**src/hdl/rirq_pkg.sv**
```systemverilog
// constants for the reset and interrupt pin control block
package rirq_pkg;
    // control register address and field positions
    localparam logic [7:0] CTRL_ADDR       = 8'h0E;
    localparam int         OSC_DISABLE_BIT = 7;
    localparam int         RATE_HI_BIT     = 4;
    localparam int         RATE_LO_BIT     = 3;
    localparam int         IRQ_MODE_BIT    = 2;
    localparam int         ALARM2_EN_BIT   = 1;
    localparam int         ALARM1_EN_BIT   = 0;
    localparam logic [7:0] CTRL_RESET      = 8'h04; // interrupt mode, alarms off

    // clock rates
    localparam int CORE_HZ = 25_000_000;
    localparam int OSC_HZ  = 32_768;

    // pin timings in their own units
    localparam int DEBOUNCE_MS  = 250;
    localparam int RESET_MS     = 250;
    localparam int RECOVERY_MS  = 250;
    localparam int STOP_QUAL_MS = 100;
    localparam int OSC_ALIVE_US = 100;

    // oscillator ticks for the pin timers, least times rounded up
    localparam int DEBOUNCE_TICKS = (DEBOUNCE_MS * OSC_HZ + 999) / 1000;
    localparam int RESET_TICKS    = (RESET_MS * OSC_HZ + 999) / 1000;
    localparam int RECOVERY_TICKS = (RECOVERY_MS * OSC_HZ + 999) / 1000;

    // core clock cycles
    localparam int STOP_QUAL_CYC = STOP_QUAL_MS * (CORE_HZ / 1000);
    localparam int OSC_ALIVE_CYC = OSC_ALIVE_US * (CORE_HZ / 1_000_000);
    localparam int SETTLE_CYC    = 8;

    // widths
    localparam int TMR_W  = 13;
    localparam int IDLE_W = 22;
    localparam int DIV_W  = 15;

    // reset pin sequencer states
    typedef enum logic [2:0] {
        RIRQ_IDLE,
        RIRQ_PWR_FAIL,
        RIRQ_RECOVERY,
        RIRQ_DEBOUNCE,
        RIRQ_CHECK,
        RIRQ_WAIT_RELEASE,
        RIRQ_PULSE
    } rirq_state_e;
endpackage : rirq_pkg

```
**src/hdl/rirq_sync3.sv**
```systemverilog
// three-stage input synchroniser with agreed level and edge pulses
module rirq_sync3
    import rirq_pkg::*;
(
    input  wire logic core_clk,   // core clock
    input  wire logic rst,        // async reset, active high
    input  wire logic ce,         // clock enable
    input  wire logic async_in,   // raw pin level
    input  wire logic reset_val,  // unused, level resets to 0
    output logic      level,      // agreed level
    output logic      rise,       // one-cycle pulse on agreed rise
    output logic      fall        // one-cycle pulse on agreed fall
);
    logic s1;
    logic s2;
    logic s3;
    logic next_level;

    // agreement of second and third stage
    always_comb
    begin
        next_level = (s2 == s3) ? s2 : level;
    end

    assign rise = ~level & next_level;
    assign fall = level & ~next_level;

    // stages and agreed level
    always_ff @(posedge core_clk or posedge rst)
    begin
        if (rst)
        begin
            s1    <= 1'b0;
            s2    <= 1'b0;
            s3    <= 1'b0;
            level <= 1'b0;
        end
        else if (ce)
        begin
            s1    <= async_in;
            s2    <= s1;
            s3    <= s2;
            level <= next_level;
        end
    end

    // reset_val is a hint for callers only
    logic unused_rv;
    assign unused_rv = reset_val;
endmodule : rirq_sync3

```
**src/hdl/rirq_top.sv**
```systemverilog
// reset pin sequencer, interrupt or square-wave pin, clock output and stop flag
module rirq_top
    import rirq_pkg::*;
#(
    parameter int DEBOUNCE_N = DEBOUNCE_TICKS, // oscillator ticks
    parameter int RESET_N    = RESET_TICKS,    // oscillator ticks
    parameter int RECOVERY_N = RECOVERY_TICKS, // oscillator ticks
    parameter int STOP_N     = STOP_QUAL_CYC   // core cycles
)
(
    input  wire logic       core_clk,            // 25 MHz core clock
    input  wire logic       rst,                 // async reset, active high
    input  wire logic       ce,                  // clock enable, freezes state
    input  wire logic [7:0] reg_addr,            // register address
    input  wire logic       reg_wr_en,           // register write strobe
    input  wire logic [7:0] reg_wr_data,         // register write data
    output logic      [7:0] reg_rd_data,         // register read data
    input  wire logic [1:0] alarm_match,         // alarm compare pulses
    input  wire logic [1:0] alarm_flag_clear,    // alarm flag clear pulses
    output logic      [1:0] alarm_flags,         // sticky alarm flags
    input  wire logic       osc_in,              // internal oscillator, async
    input  wire logic       power_fail_in,       // supply below threshold, async
    input  wire logic       fixed_clock_enable,  // clock output enable
    input  wire logic       stop_flag_clear,     // stop flag clear pulse
    output logic            oscillator_stop_flag,// oscillator stopped
    input  wire logic       rst_pin_in,          // reset pin level
    output logic            rst_pin_out,         // reset pin drive value
    output logic            rst_pin_oe_n,        // reset pin enable, low drives
    output logic            irq_wave_out,        // shared pin drive value
    output logic            irq_wave_oe_n,       // shared pin enable, low drives
    output logic            clk32_out,           // clock pin drive value
    output logic            clk32_oe_n           // clock pin enable, low drives
);
    localparam logic [TMR_W-1:0]  DEB_LOAD = TMR_W'(DEBOUNCE_N - 1);
    localparam logic [TMR_W-1:0]  RST_LOAD = TMR_W'(RESET_N - 1);
    localparam logic [TMR_W-1:0]  REC_LOAD = TMR_W'(RECOVERY_N - 1);
    localparam logic [IDLE_W-1:0] STOP_LIM = IDLE_W'(STOP_N);
    localparam logic [IDLE_W-1:0] ALIVE_LIM = IDLE_W'(OSC_ALIVE_CYC);
    localparam logic [3:0]        SETTLE_LIM = 4'(SETTLE_CYC);

    logic [7:0]        ctrl;
    logic [7:0]        next_ctrl;
    logic [7:0]        next_rd;
    logic [1:0]        next_flags;
    logic [DIV_W-1:0]  div;
    logic [DIV_W-1:0]  next_div;
    logic [IDLE_W-1:0] idle_cnt;
    logic [IDLE_W-1:0] next_idle;
    logic              next_stop;
    logic              wave_bit;
    logic              alarm_active;
    logic              next_irq_oe_n;
    logic              next_clk_oe_n;
    logic              osc_level;
    logic              osc_tick;
    logic              pin_level;
    logic              pin_fall;
    logic              pf_level;
    logic              osc_alive;
    logic              rec_enabled;
    logic              drive_zero;
    rirq_state_e       state;
    rirq_state_e       next_state;
    logic [TMR_W-1:0]  tmr;
    logic [TMR_W-1:0]  next_tmr;
    logic [3:0]        settle;
    logic [3:0]        next_settle;
    logic              next_rst_oe_n;

    // square-wave tap for the two rate bits
    function automatic logic rate_tap(input logic [1:0] rs, input logic [DIV_W-1:0] d);
        case (rs)
            2'b00:   rate_tap = d[14]; // 1 Hz
            2'b01:   rate_tap = d[4];  // 1.024 kHz
            2'b10:   rate_tap = d[2];  // 4.096 kHz
            default: rate_tap = d[1];  // 8.192 kHz
        endcase
    endfunction : rate_tap

    // input synchronisers
    rirq_sync3 u_sync_osc (
        .core_clk  (core_clk),
        .rst       (rst),
        .ce        (ce),
        .async_in  (osc_in),
        .reset_val (1'b0),
        .level     (osc_level),
        .rise      (osc_tick),
        .fall      ()
    );
    rirq_sync3 u_sync_pin (
        .core_clk  (core_clk),
        .rst       (rst),
        .ce        (ce),
        .async_in  (rst_pin_in),
        .reset_val (1'b0),
        .level     (pin_level),
        .rise      (),
        .fall      (pin_fall)
    );
    rirq_sync3 u_sync_pf (
        .core_clk  (core_clk),
        .rst       (rst),
        .ce        (ce),
        .async_in  (power_fail_in),
        .reset_val (1'b0),
        .level     (pf_level),
        .rise      (),
        .fall      ()
    );

    // control register, flags, divider, stop detector, shared pins
    always_comb
    begin
        next_ctrl = ctrl;
        if (reg_wr_en && reg_addr == CTRL_ADDR)
            next_ctrl = reg_wr_data;
        next_rd = (reg_addr == CTRL_ADDR) ? ctrl : 8'h00;
        next_div = osc_tick ? div + DIV_W'(1) : div;
        wave_bit = rate_tap({ctrl[RATE_HI_BIT], ctrl[RATE_LO_BIT]}, div);
        alarm_active = (alarm_flags[0] & ctrl[ALARM1_EN_BIT])
                     | (alarm_flags[1] & ctrl[ALARM2_EN_BIT]);
        if (ctrl[IRQ_MODE_BIT])
            next_irq_oe_n = ~alarm_active;
        else
            next_irq_oe_n = wave_bit;
        next_idle = osc_tick ? '0 : ((idle_cnt == STOP_LIM) ? idle_cnt : idle_cnt + IDLE_W'(1));
        next_stop = oscillator_stop_flag;
        if (stop_flag_clear)
            next_stop = 1'b0;
        if (next_idle == STOP_LIM)
            next_stop = 1'b1; // set wins over clear
        next_clk_oe_n = ~(fixed_clock_enable & ~osc_level);
    end

    // alarm flags, set wins over clear
    for (genvar i = 0; i < 2; i++)
    begin : g_flag
        always_comb
        begin
            next_flags[i] = alarm_match[i] | (alarm_flags[i] & ~alarm_flag_clear[i]);
        end
    end

    always_ff @(posedge core_clk or posedge rst)
    begin
        if (rst)
        begin
            ctrl                 <= CTRL_RESET;
            reg_rd_data          <= 8'h00;
            alarm_flags          <= 2'b00;
            div                  <= '0;
            idle_cnt             <= '0;
            oscillator_stop_flag <= 1'b0;
            irq_wave_oe_n        <= 1'b1;
            clk32_oe_n           <= 1'b1;
            drive_zero           <= 1'b0;
        end
        else if (ce)
        begin
            ctrl                 <= next_ctrl;
            reg_rd_data          <= next_rd;
            alarm_flags          <= next_flags;
            div                  <= next_div;
            idle_cnt             <= next_idle;
            oscillator_stop_flag <= next_stop;
            irq_wave_oe_n        <= next_irq_oe_n;
            clk32_oe_n           <= next_clk_oe_n;
            drive_zero           <= 1'b0;
        end
    end

    // open-drain pins only ever drive low
    assign irq_wave_out = drive_zero;
    assign rst_pin_out  = drive_zero;
    assign clk32_out    = drive_zero;

    // reset pin sequencer
    always_comb
    begin
        osc_alive   = idle_cnt < ALIVE_LIM;
        rec_enabled = ~ctrl[OSC_DISABLE_BIT] & osc_alive;
        next_state  = state;
        next_tmr    = (osc_tick && tmr != '0) ? tmr - TMR_W'(1) : tmr;
        next_settle = settle;
        case (state)
            RIRQ_IDLE:
                if (pin_fall)
                begin
                    next_state = RIRQ_DEBOUNCE;
                    next_tmr   = DEB_LOAD;
                end
            RIRQ_PWR_FAIL:
                if (!pf_level)
                begin
                    if (rec_enabled)
                    begin
                        next_state = RIRQ_RECOVERY;
                        next_tmr   = REC_LOAD;
                    end
                    else
                        next_state = RIRQ_IDLE;
                end
            RIRQ_RECOVERY:
                if (osc_tick && tmr == '0)
                    next_state = RIRQ_IDLE;
            RIRQ_DEBOUNCE:
                if (osc_tick && tmr == '0)
                begin
                    next_state  = RIRQ_CHECK;
                    next_settle = '0;
                end
            RIRQ_CHECK:
                if (settle == SETTLE_LIM)
                    next_state = pin_level ? RIRQ_IDLE : RIRQ_WAIT_RELEASE;
                else
                    next_settle = settle + 4'd1;
            RIRQ_WAIT_RELEASE:
                if (pin_level)
                begin
                    next_state = RIRQ_PULSE;
                    next_tmr   = RST_LOAD;
                end
            RIRQ_PULSE:
                if (osc_tick && tmr == '0)
                    next_state = RIRQ_IDLE;
            default:
                next_state = RIRQ_PWR_FAIL;
        endcase
        if (pf_level)
            next_state = RIRQ_PWR_FAIL;
        next_rst_oe_n = (next_state == RIRQ_IDLE) || (next_state == RIRQ_CHECK)
                     || (next_state == RIRQ_WAIT_RELEASE);
    end

    always_ff @(posedge core_clk or posedge rst)
    begin
        if (rst)
        begin
            state        <= RIRQ_PWR_FAIL;
            tmr          <= '0;
            settle       <= '0;
            rst_pin_oe_n <= 1'b0;
        end
        else if (ce)
        begin
            state        <= next_state;
            tmr          <= next_tmr;
            settle       <= next_settle;
            rst_pin_oe_n <= next_rst_oe_n;
        end
    end
endmodule : rirq_top

```
**config.mk**
```make
export PLATFORM = sky130hd
export DESIGN_NAME = rirq_top
export DESIGN_NICKNAME = d
export VERILOG_FILES = /design/src/hdl/rirq_pkg.sv /design/src/hdl/rirq_sync3.sv /design/src/hdl/rirq_top.sv
export SDC_FILE = /design/constraint.sdc
export NUM_CORES = 1
export LEC_CHECK = 0
export BUFFER_PORTS_ARGS = -buffer_cell sky130_fd_sc_hd__buf_2
export CAP_MARGIN = 25
export CORE_MARGIN = 2
export CORE_UTILIZATION = 50
export DETAILED_ROUTE_END_ITERATION = 12
export GPL_TIMING_DRIVEN = 1
export PLACE_DENSITY_LB_ADDON = 0.05
export SYNTH_ARGS = -nofsm -noshare
export SYNTH_HDL_FRONTEND = slang
export SYNTH_SLANG_ARGS = --single-unit
```
**constraint.sdc**
```tcl
create_clock -name core_clk -period 3.75 [get_ports core_clk]
set_input_delay 0.75 -clock core_clk [delete_from_list [all_inputs] [get_ports core_clk]]
set_output_delay 0.75 -clock core_clk [all_outputs]
set_load 0.05 [all_outputs]
```
== Word-level counts from Yosys, hierarchy flattened ==
Cells that the tools add are included.
Storage, ports and cells
  flip-flop bits (word level): 91
  input port bits: 29
  output and inout port bits: 17
  logic and storage cells: 111
Operators by class
  add/sub/neg operators: 4
  order comparisons: 1
  equality and inequality tests: 19
  multiplexer cells: 27
  bitwise operators: 18
  reductions and logical operators: 18
Operators by type and width (number)
  13-bit 2-to-1 mux: 5
  22-bit equality test (second input constant): 2
  22-bit 2-to-1 mux: 2
  13-bit one-hot mux with 3 select lines: 1
  22-bit by 1-bit adder with 22-bit output (second input constant): 1
  22-bit by 12-bit < comparator with 1-bit output (second input constant): 1
  3-bit 2-to-1 mux: 7
  3-bit one-hot mux with 6 select lines: 1
  15-bit by 1-bit adder with 15-bit output (second input constant): 1
  3-bit equality test (second input constant): 5
  13-bit logical NOT: 1
  13-bit nonzero test: 1
  13-bit by 1-bit subtractor with 13-bit output (second input constant): 1
  1-bit bitwise AND: 8
  8-bit by 4-bit equality test with 1-bit output (second input constant): 1
  4-bit 2-to-1 mux: 2
  8-bit 2-to-1 mux: 1
  4-bit one-hot mux with 2 select lines: 1
  2-bit AND reduction: 4
  1-bit NOT: 7
  3-bit by 2-bit equality test with 1-bit output (second input constant): 2
  3-bit logical NOT: 2
  1-bit 2-to-1 mux: 5
  4-bit by 1-bit adder with 4-bit output (second input constant): 1
  other kinds (15): 24

== Logic depth before layout (Yosys ltp) ==
Gate-level depths: netlist of the first run.
  depth after elaboration: 10
  gate-level depth with buffers: 8

== Modules after synthesis ==
A second synthesis of the first run with hierarchy kept.
Second synthesis, totals
  cells, all modules: 518
  area total of the unflattened synthesis: 4951.0 um2
Modules (own cells, without submodules)
  rirq_top: times used 1, cells an instance 470, area each 4436.8 um2
  rirq_sync3: times used 3, cells an instance 16, area each 171.4 um2

== Least setup slack after synthesis of the first run ==
No wires, ideal clock.
  path kind: register -> register
  start: register idle_cnt[0]
  end: register oscillator_stop_flag
  setup time: 0.104 ns
  arrival time: 2.609 ns
  data required time: 3.646 ns
  setup slack: 1.037 ns
  cell stages (with the launch flop): 8
  buffers on the path: 0
  period minus slack after synthesis: 2.713 ns
  path through: dfrtp_1 ha_1 nand3_1 or4_2 nor3_1 xor2_1 or4_1 o41ai_2
Between the ends
  word-level cells in the longest chain between the ends: 6
  elaborated cells on any way between the ends: 8
  classes of those cells: add/sub: 1; eq/ne: 2; mux: 3; reduce/logical: 2
RTL lines
  start, declared: RTL line rirq_top.sv:47  | logic [IDLE_W-1:0] idle_cnt;
  start signal, assigned: RTL line rirq_top.sv:165  | idle_cnt <= next_idle;
  22-bit by 1-bit adder with 22-bit output or 22-bit equality test (tied branches): RTL line rirq_top.sv:127  | next_idle = osc_tick ? '0 : ((idle_cnt == STOP_LIM) ? idle_cnt : idle_cnt + IDLE_W'(1));
  22-bit 2-to-1 mux * (2 in series): RTL line rirq_top.sv:127
  22-bit equality test *: RTL line rirq_top.sv:131  | if (next_idle == STOP_LIM)
  2-bit nonzero test (no line)
  2-bit AND reduction (no line)
  end signal, assigned: RTL line rirq_top.sv:166  | oscillator_stop_flag <= next_stop;
  end, declared: RTL line rirq_top.sv:25  | output logic oscillator_stop_flag,
Mark *: on every way between the ends. The rest lies on a longest branch, timed or not.
A chain may end at the register's enable or synchronous reset.

== Worst setup path in the final report of the first run ==
Same ends and word-level chain as after synthesis.

==> Flow_metrics.wiki, run 1 <==
{| class="wikitable"
! Metric !! Value
|-
| Final total power || about 2.5 mW
|-
| Seq/Total Area, Yosys || 48.4%
|-
| Placer's final routability congestion estimate || 0.831
|-
| Chip Width || roughly 100 um
|-
| Library cell with the largest summed area after synthesis || dfrtp_1
|-
| Vias in the first global route || about 3700
|-
| Number of warnings issued by yosys || 0
|-
| Unrepaired setup endpoints after global routing || false
|-
| Proportion of synthesized flip-flops having asynchronous set or reset || 100%
|-
| Number of synthesized flops with an enable pin || 0
|-
| Buffers from clock root to sink, at most || 2
|-
| Post-synthesis register bit count || a little over 90
|-
| Number of resized instances in the post-cts repair step || 0
|-
| Status || finished, final reports clean
|-
| Total Neg Setup Slack || 0 ns
|-
| Share of the synthesized area in the top cell type || between 40 and 50%
|-
| Average detailed-routed wire length per instance || around 16 um
|-
| Die footprint || 0.0102 mm^2
|-
| DRT Pass-1 Iters || 4
|-
| Buffers added on ports || 42
|-
| Fill cell instance count of the final layout || 820
|-
| Worst setup skew after layout || roughly 0.011 ns
|-
| Initial core utilization || between 50% and 60%
|-
| I/O Pins || 46
|-
| Post-route minimum period || between 3 and 4 ns
|-
| CP Data Arrival Time || around 3.3 ns
|-
| Area inside the core boundary || 0.00920 mm^2
|-
| Clock-pin slew reported for the worst setup and hold paths after clock tree synthesis || 0.09 ns
|-
| Required time of the critical path || 4.01 ns
|-
| Post-CTS Hold Buffers || 0
|-
| Sum of routed wire length over all layers || 9.95 mm
|-
| Number of antenna cells inserted || 0
|-
| Critical path class || reg2reg
|-
| Die Span Y || just over 100 um
|-
| Via count || between 3000 and 4000
|-
| Leakage power figure || ~2.3 nW
|-
| Clock insertion delay at the later pin of the skew report || between 0.3 and 0.4 ns
|-
| Area used by multi-input combinational logic || 0.00224 mm^2
|-
| Max capacitance violation total || 0
|-
| Area of the mapped netlist || about 0.0047 mm^2
|-
| Clock net sink count || roughly 90
|-
| Routed Antenna Nets || 0
|-
| Number of instances in the synthesized netlist || approximately 480
|-
| Root buffer cell || clkbuf_8
|-
| Achievable Freq || roughly 0.33 GHz
|-
| Element type at the critical path start || flip-flop
|-
| Global-route usage over all layers || between 20% and 30%
|-
| Number of H-tree levels || 3
|-
| Initial antenna violation count || 0
|-
| Largest fanout of any net on the critical path || 9
|-
| Final period util || around four fifths
|-
| Post-synthesis average cell area || 9.81 um^2
|-
| Number of buffers inserted by post-CTS setup repair || 0
|-
| Fraction of final layout cells with drive strength greater than 1 || 18.7%
|-
| Detailed router's first-iteration violation count || about 120
|-
| Row Count || 35
|-
| Pin count of the biggest net entering global routing || 47
|-
| Slew of the pin with the lowest slew margin || between 0.7 and 0.8 ns
|-
| Hold Vio Cnt, Final || 0
|-
| Final Setup Violations || 0
|-
| Peak supply drop || ~0.31 mV
|-
| Final Max Slew Viols || 0
|-
| Post-DP HPWL || roughly 6.9 mm
|-
| Final layout net count || about 550
|-
| Area used by sequential logic in the layout || around 0.0023 mm^2
|-
| Commonest non-fill, non-tap cells in the layout || 87 x dfrtp_1, 69 x nand2_1, 42 x buf_2
|-
| Area growth from synthesis to layout || 10.5%
|-
| Synth cell types || between 60 and 70
|-
| Dominant cells by area after synthesis || dfrtp_1 46%, nand2_1 5.5%, o21ai_0 4.1%, xnor2_1 4.1%, mux2_2 3.6%
|-
| Ratio of routed vias to standard cells || approximately 5.8
|-
| Hold Crit Class || reg2reg
|-
| Power Density || ~480 mW/mm^2
|-
| Relative slew slack || 46.8%
|-
| Predominant post-synthesis flop cell || dfrtp_1
|-
| Global route total overflow || 0
|-
| Residual DRC || 0
|-
| Global-route wire length before repair || between 15 and 20 mm
|-
| Num CTS Buffers || 9
|-
| CP endpoint kind || flip-flop
|-
| Most common library cell in the layout ignoring fill and taps || dfrtp_1
|-
| CTS tree || yes
|}
==> report_power, final <==
| group | switching [mW] | total, mW | internal [mW] |
|---|---|---|---|
| sequential | 0.188 | 1.33 | 1.14 |
| combinational | 0.295 | 0.509 | 0.213 |
| clock | 0.365 | 0.679 | 0.315 |
| total | 0.848 | 2.52 | 1.67 |
==> synthesized netlist by cell type, types with 4 or more instances <==
master    count
dfrtp_1      87
nand2_1      69
o21ai_0      39
nor2_1       26
inv_1        22
xnor2_1      22
nand3_1      18
clkbuf_1     17
a22o_1       15
mux2_2       15
a21oi_1      13
nor3_1       13
xor2_1       11
and3_1        9
nor4_1        9
o31ai_1       8
nand4_1       7
ha_1          6
dfstp_2       4
or4_1         4
==> critical path, cell delays in order (launching register included) <==
cell and delay (ns):
dfrtp_1 0.49, ha_1 0.34, nand3_1 0.21, or4_2 0.65
nor3_1 0.31, xor2_1 0.10, or4_1 0.55, o41ai_2 0.27
==> state kept, by name (all words and copies together) (netlist names), 2 cells and up <==
signal,count
state,3
settle,4
ctrl,8
tmr,13
div,15
alarm_flags,2
reg_rd_data,8
idle_cnt,22
==> metrics by stage <==
| stage | hold slack, ns | worst slack, ns | utilization [%] | area [um^2] | std cells |
|---|---|---|---|---|---|
| 4_1_cts | 0.468 | 0.750 | 56.7 | 5210 | 635 |
| 2_1_floorplan | 0.434 | 0.643 | - | 4720 | 483 |
| 3_3_place_gp | 0.448 | 0.853 | 54.5 | 5010 | 619 |
| 6_report | 0.468 | 0.745 | 56.7 | 5210 | 635 |
| 5_1_grt | 0.483 | 0.541 | 56.7 | 5210 | 635 |
| 3_5_place_dp | 0.451 | 0.751 | 54.5 | 5010 | 619 |
==> final timing paths <==
path                            cells past startpoint                                to  slack, ns               startpoint
worst max-delay path                                7  oscillator_stop_flag$_DFFE_PP0P_       0.75  idle_cnt[0]$_DFFE_PP0P_
worst min-delay path                                1                div[5]$_DFFE_PP0P_       0.47       div[5]$_DFFE_PP0P_
worst max register to register                      7  oscillator_stop_flag$_DFFE_PP0P_       0.75  idle_cnt[0]$_DFFE_PP0P_
worst min register to register                      1                div[5]$_DFFE_PP0P_       0.47       div[5]$_DFFE_PP0P_
max in group asynchronous                           3              state[0]$_DFFE_PP1P_       2.49                      rst
min in group asynchronous                           2               ctrl[4]$_DFFE_PP0P_       0.51                      rst
==> final cells by class <==
type,count,share of cell area (%)
inverters,23,1.68
well taps,111,2.67
repair buffers,48,5.14
clock buffers,10,2.45
clock inverters,6,1.37
multi-input cells,346,42.9
flip-flops and latches,91,43.8
==> kinds of logic after synthesis <==
logic type                 share of synthesized area [%]
AOI/OAI and AO/OA                                   14.4
xor gates and xnor gates                            6.13
adders and majority gates                           1.59
buffers and inverters                               4.38
DFF                                                 48.4
muxes                                               4.48
other                                             0.0795
and+or+nand+nor                                     20.6
==> per-layer routing <==
metal | wire length, um | part of all wire [%] | up-vias | global-route usage, %
met3 | 278 | 2.8 | 16 | 2.97
met1 | 4620 | 46 | 1796 | 28.3
met5 | 0 | 0 | - | 0
met2 | 4870 | 49 | 59 | 35.2
li1 | - | - | 1796 | -
met4 | 181 | 1.8 | 0 | 8.52
Note: power is estimated with default switching activity, not from simulation.
==> run 2, diff against run 1 <==
--- a/config.mk
+++ b/config.mk
@@ -5,6 +5,7 @@
 export SDC_FILE = /design/constraint.sdc
 export NUM_CORES = 1
 export LEC_CHECK = 0
+export ABC_AREA = 1
 export BUFFER_PORTS_ARGS = -buffer_cell sky130_fd_sc_hd__buf_2
 export CAP_MARGIN = 25
 export CORE_MARGIN = 2
==> constraint.sdc (replaced) <==
create_clock -name core_clk -period 3.05 [get_ports core_clk]
set_input_delay 0.61 -clock core_clk [delete_from_list [all_inputs] [get_ports core_clk]]
set_output_delay 0.61 -clock core_clk [all_outputs]
set_load 0.05 [all_outputs]
==> run 2 against run 1 <==
Combinational power increased by 80%. Die area is 7.4% higher. Maximum frequency rose by 38%. Cell count rose by 32%. Sequential share of layout area decreased by 3.0 points. Critical path depth is 6 higher.
==> Flow_metrics.wiki, run 2 <==
{| class="wikitable"
! Metric !! Value
|-
| Design internal power || 2.16 mW (+29%)
|-
| Met3 track demand over resource || 4.30% (+1.3 points)
|-
| Number of synthesized flops with an enable pin || 0 (unchanged)
|-
| Portion of total power attributed to sequential cells || 49.9% (-2.9 points)
|-
| Most frequent cell after synthesis || nand2_1
|-
| Proportion of synthesized flip-flops having asynchronous set or reset || 100% (unchanged)
|-
| Buffers added on ports || 42 (unchanged)
|-
| Post-synthesis register bit count || 91 (unchanged)
|-
| Residual DRC || 0 (unchanged)
|-
| Global-route met1 utilization || 31.7% (+3.4 points)
|-
| Area of the mapped netlist || 0.00508 mm^2 (+7.7%)
|-
| Seq/Total Area, Yosys || 44.9% (-3.5 points)
|-
| Placer's final routability congestion estimate || 0.902 (+8.5%)
|-
| Util after Layout || 57.0% (+0.35 points)
|-
| Number of buffers inserted by post-CTS setup repair || 0 (unchanged)
|-
| Worst hold slack || 0.242 ns (-0.226 ns)
|-
| Status || finished, final reports clean
|-
| Achievable Freq || 0.460 GHz (+38%)
|-
| Hold Crit Class || in2async
|-
| Number of flip-flops under the largest register name || 22 (unchanged)
|-
| DRT Pass-1 Iters || 5 (+1)
|-
| Post-Layout Cell Count || 837 (+32%)
|-
| Final period util || 71.3% (-8.8 points)
|-
| Via count || 4375 (+19%)
|-
| Area after DPL || 0.00541 mm^2 (+7.9%)
|-
| Average detailed-routed wire length per instance || 14.1 um (-10%)
|-
| Global-route wire length before repair || 20.1 mm (+15%)
|-
| Vias in the first global route || 4293 (+17%)
|-
| Largest registers || idle_cnt (22), div (15), tmr (13)
|-
| Final Setup Violations || 0 (unchanged)
|-
| Register ranked first by flip-flop count || idle_cnt
|-
| Power Density || 619 mW/mm^2 (+28%)
|-
| Post-DP HPWL || 8.66 mm (+26%)
|-
| Predominant post-synthesis flop cell || dfrtp_1
|-
| Unrepaired setup endpoints after global routing || false
|-
| Critical path class || reg2reg
|-
| Pin count of the biggest net entering global routing || 67 (+43%)
|-
| Global route total overflow || 0 (unchanged)
|-
| Clock net sink count || 91 (unchanged)
|-
| I/O Pins || 46 (unchanged)
|-
| Die footprint || 0.0110 mm^2 (+7.4%)
|-
| Die Span Y || 105 um (+3.6%)
|-
| Switch Pwr || 1.31 mW (+54%)
|-
| Worst setup skew after layout || 0.0191 ns (+0.00822 ns)
|-
| Number of H-tree levels || 3 (unchanged)
|-
| Area growth from synthesis to layout || 10.2%
|-
| Global-route usage over all layers || 22.8% (+1.6 points)
|-
| Synth cell types || 46 (-25%)
|-
| Max capacitance violation total || 0 (unchanged)
|-
| Library cell with the largest summed area after synthesis || dfrtp_1
|-
| Required time of the critical path || 3.36 ns (-0.65 ns)
|-
| Post-CTS Hold Buffers || 0 (unchanged)
|-
| Element type at the critical path start || flip-flop
|-
| Slew of the pin with the lowest slew margin || 0.631 ns (-0.167 ns)
|-
| Routed Antenna Nets || 0 (unchanged)
|-
| CP endpoint kind || flip-flop
|-
| Most common library cell in the layout ignoring fill and taps || nand2_1
|-
| Root buffer cell || clkbuf_8
|-
| Fill cell instance count of the final layout || 961 (+17%)
|-
| Final Max Slew Viols || 0 (unchanged)
|-
| Number of warnings issued by yosys || 0 (unchanged)
|-
| Placed insts || 821 (+33%)
|-
| Leakage power figure || 2.71 nW (+19%)
|-
| Fraction of final layout cells with drive strength greater than 1 || 13.8% (-4.9 points)
|-
| Clock insertion delay at the later pin of the skew report || 0.36 ns (about the same)
|-
| Final layout net count || 734 (+32%)
|-
| Final total power || 3.47 mW (+38%)
|-
| Chip Width || 105 um (+3.6%)
|-
| Buffers from clock root to sink, at most || 2 (unchanged)
|-
| Largest fanout of any net on the critical path || 7 (-2)
|-
| Dominant cells by area after synthesis || dfrtp_1 43%, nand2_1 13%, nand3_1 6.0%, nor2_1 5.8%, inv_1 5.2%
|-
| Peak supply drop || 0.284 mV (-9.7%)
|-
| Leading post-synthesis cells by instance count || 171 x nand2_1, 87 x dfrtp_1, 79 x nor2_1
|-
| Final WS setup || 0.875 ns (+0.130 ns)
|-
| Commonest non-fill, non-tap cells in the layout || 171 x nand2_1, 87 x dfrtp_1, 79 x nor2_1
|-
| CTS tree || yes
|-
| Global-route track usage on met2 || 35.8% (+0.56 points)
|-
| Initial core utilization || 51.8% (+0.47 points)
|-
| Number of antenna cells inserted || 0 (unchanged)
|-
| Fraction of power consumed by combinational cells || 26.4% (+6.2 points)
|-
| Initial antenna violation count || 0 (unchanged)
|-
| Detailed router's first-iteration violation count || 301 (+150%)
|-
| Total Neg Setup Slack || 0 ns (unchanged)
|-
| Switching part of the total power || 37.8% (+4.0 points)
|-
| CP Data Arrival Time || 2.49 ns (-0.77 ns)
|-
| Post-place setup slack || 0.840 ns (+0.0890 ns)
|-
| Sum of routed wire length over all layers || 11.8 mm (+19%)
|-
| Peak-usage layer in the global routing report || met2
|-
| Number of resized instances in the post-cts repair step || 0 (unchanged)
|-
| Hold Vio Cnt, Final || 0 (unchanged)
|-
| Number of instances in the synthesized netlist || 661 (+37%)
|-
| Area inside the core boundary || 0.00982 mm^2 (+6.8%)
|-
| Row Count || 36 (+2.9%)
|-
| Post-synthesis average cell area || 7.69 um^2 (-22%)
|-
| Relative slew slack || 57.9% (+11 points)
|-
| Post-route minimum period || 2.17 ns (-0.830 ns)
|-
| Num CTS Buffers || 9 (unchanged)
|-
| Share of the synthesized area in the top cell type || 42.8% (-3.3 points)
|-
| Clock-pin slew reported for the worst setup and hold paths after clock tree synthesis || 0.10 ns (about the same)
|-
| Clk network pwr share || 23.7% (-3.3 points)
|-
| Ratio of routed vias to standard cells || 5.23 (-9.5%)
|-
| Final Instance Area || 0.00560 mm^2 (+7.4%)
|}
run 2: changes by cell type in the layout (fill, tap and decap cells not counted), sizes merged, moves of 5 or more:
cell,delta
nand4,+11
mux2,-7
nor2,+62
or4,-6
nand3,+41
o21ai,+5
inv,+49
xnor2,-20
a22o,-9
o31ai,-7
nand2,+106
and3,-11
nor4,-8
run 2: path summary, 6_finish.rpt:
path,start,endpoint,slack (ns),cells past startpoint
worst min-delay path,rst,tmr[10]$_DFFE_PP0P_,0.24,2
worst max register to register,idle_cnt[0]$_DFFE_PP0P_,oscillator_stop_flag$_DFFE_PP0P_,0.88,13
worst max-delay path,idle_cnt[0]$_DFFE_PP0P_,oscillator_stop_flag$_DFFE_PP0P_,0.88,13
worst min register to register,div[13]$_DFFE_PP0P_,div[13]$_DFFE_PP0P_,0.47,1
min in group core_clk,fixed_clock_enable,clk32_oe_n$_DFFE_PP1P_,0.40,2
max in group asynchronous,rst,state[0]$_DFFE_PP1P_,2.07,3
run 2: area by class of cell:
type                    count  area, um^2  share of cell area (%)
clock inverters             6        65.1                    1.16
clock buffers              10         128                    2.28
multi-input cells         480        2440                    43.6
well taps                 133         166                    2.97
inverters                  72         272                    4.85
repair buffers             45         245                    4.38
flip-flops and latches     91        2280                    40.8
run 2: worst max-delay path: stages, from the launching register on:
cell and delay, ns:
dfrtp_1 0.48, ha_1 0.30, nand3_1 0.10, nor2_1 0.25, nand3_1 0.11, nand2_1 0.07, nand2_1 0.07, nand2_1 0.08
nand2_1 0.06, nor2_1 0.08, nand3_1 0.13, nor2_1 0.22, nand2_1 0.09, nand2_1 0.06
run 2: layer usage:
metal  wire length, um  vias to the layer above  part of all wire (%)
met1              5430                     1997                    46
met2              5380                      133                    46
met4               295                        0                   2.5
met3               690                       23                   5.8
li1                  -                     2222                     -
met5                 0                        -                     0
run 2: power groups by stage:
stage / Clock (mW) / Combinational (mW) / Sequential (mW)
after floorplan: 0 / 0.707 / 1.70
after global placement: 0 / 0.889 / 1.74
after detailed placement: 0 / 0.915 / 1.75
after CTS: 0.847 / 0.918 / 1.73
after global routing: 0.904 / 1.05 / 1.78
final: 0.822 / 0.915 / 1.73
run 2: kinds of logic (layout without fill, tap and decap cells):
family | after synthesis | in the layout | share of synthesized area, %
buffers and inverters | 92 | 133 | 7.21
AO/OA/AOI/OAI | 82 | 82 | 9.63
flip-flops | 91 | 91 | 44.9
other | 1 | 3 | 0.0738
multiplexers | 8 | 8 | 1.77
AND/OR/NAND/NOR | 365 | 365 | 32.2
adder cells (fa/ha/maj) | 6 | 6 | 1.48
XOR/XNOR | 16 | 16 | 2.76
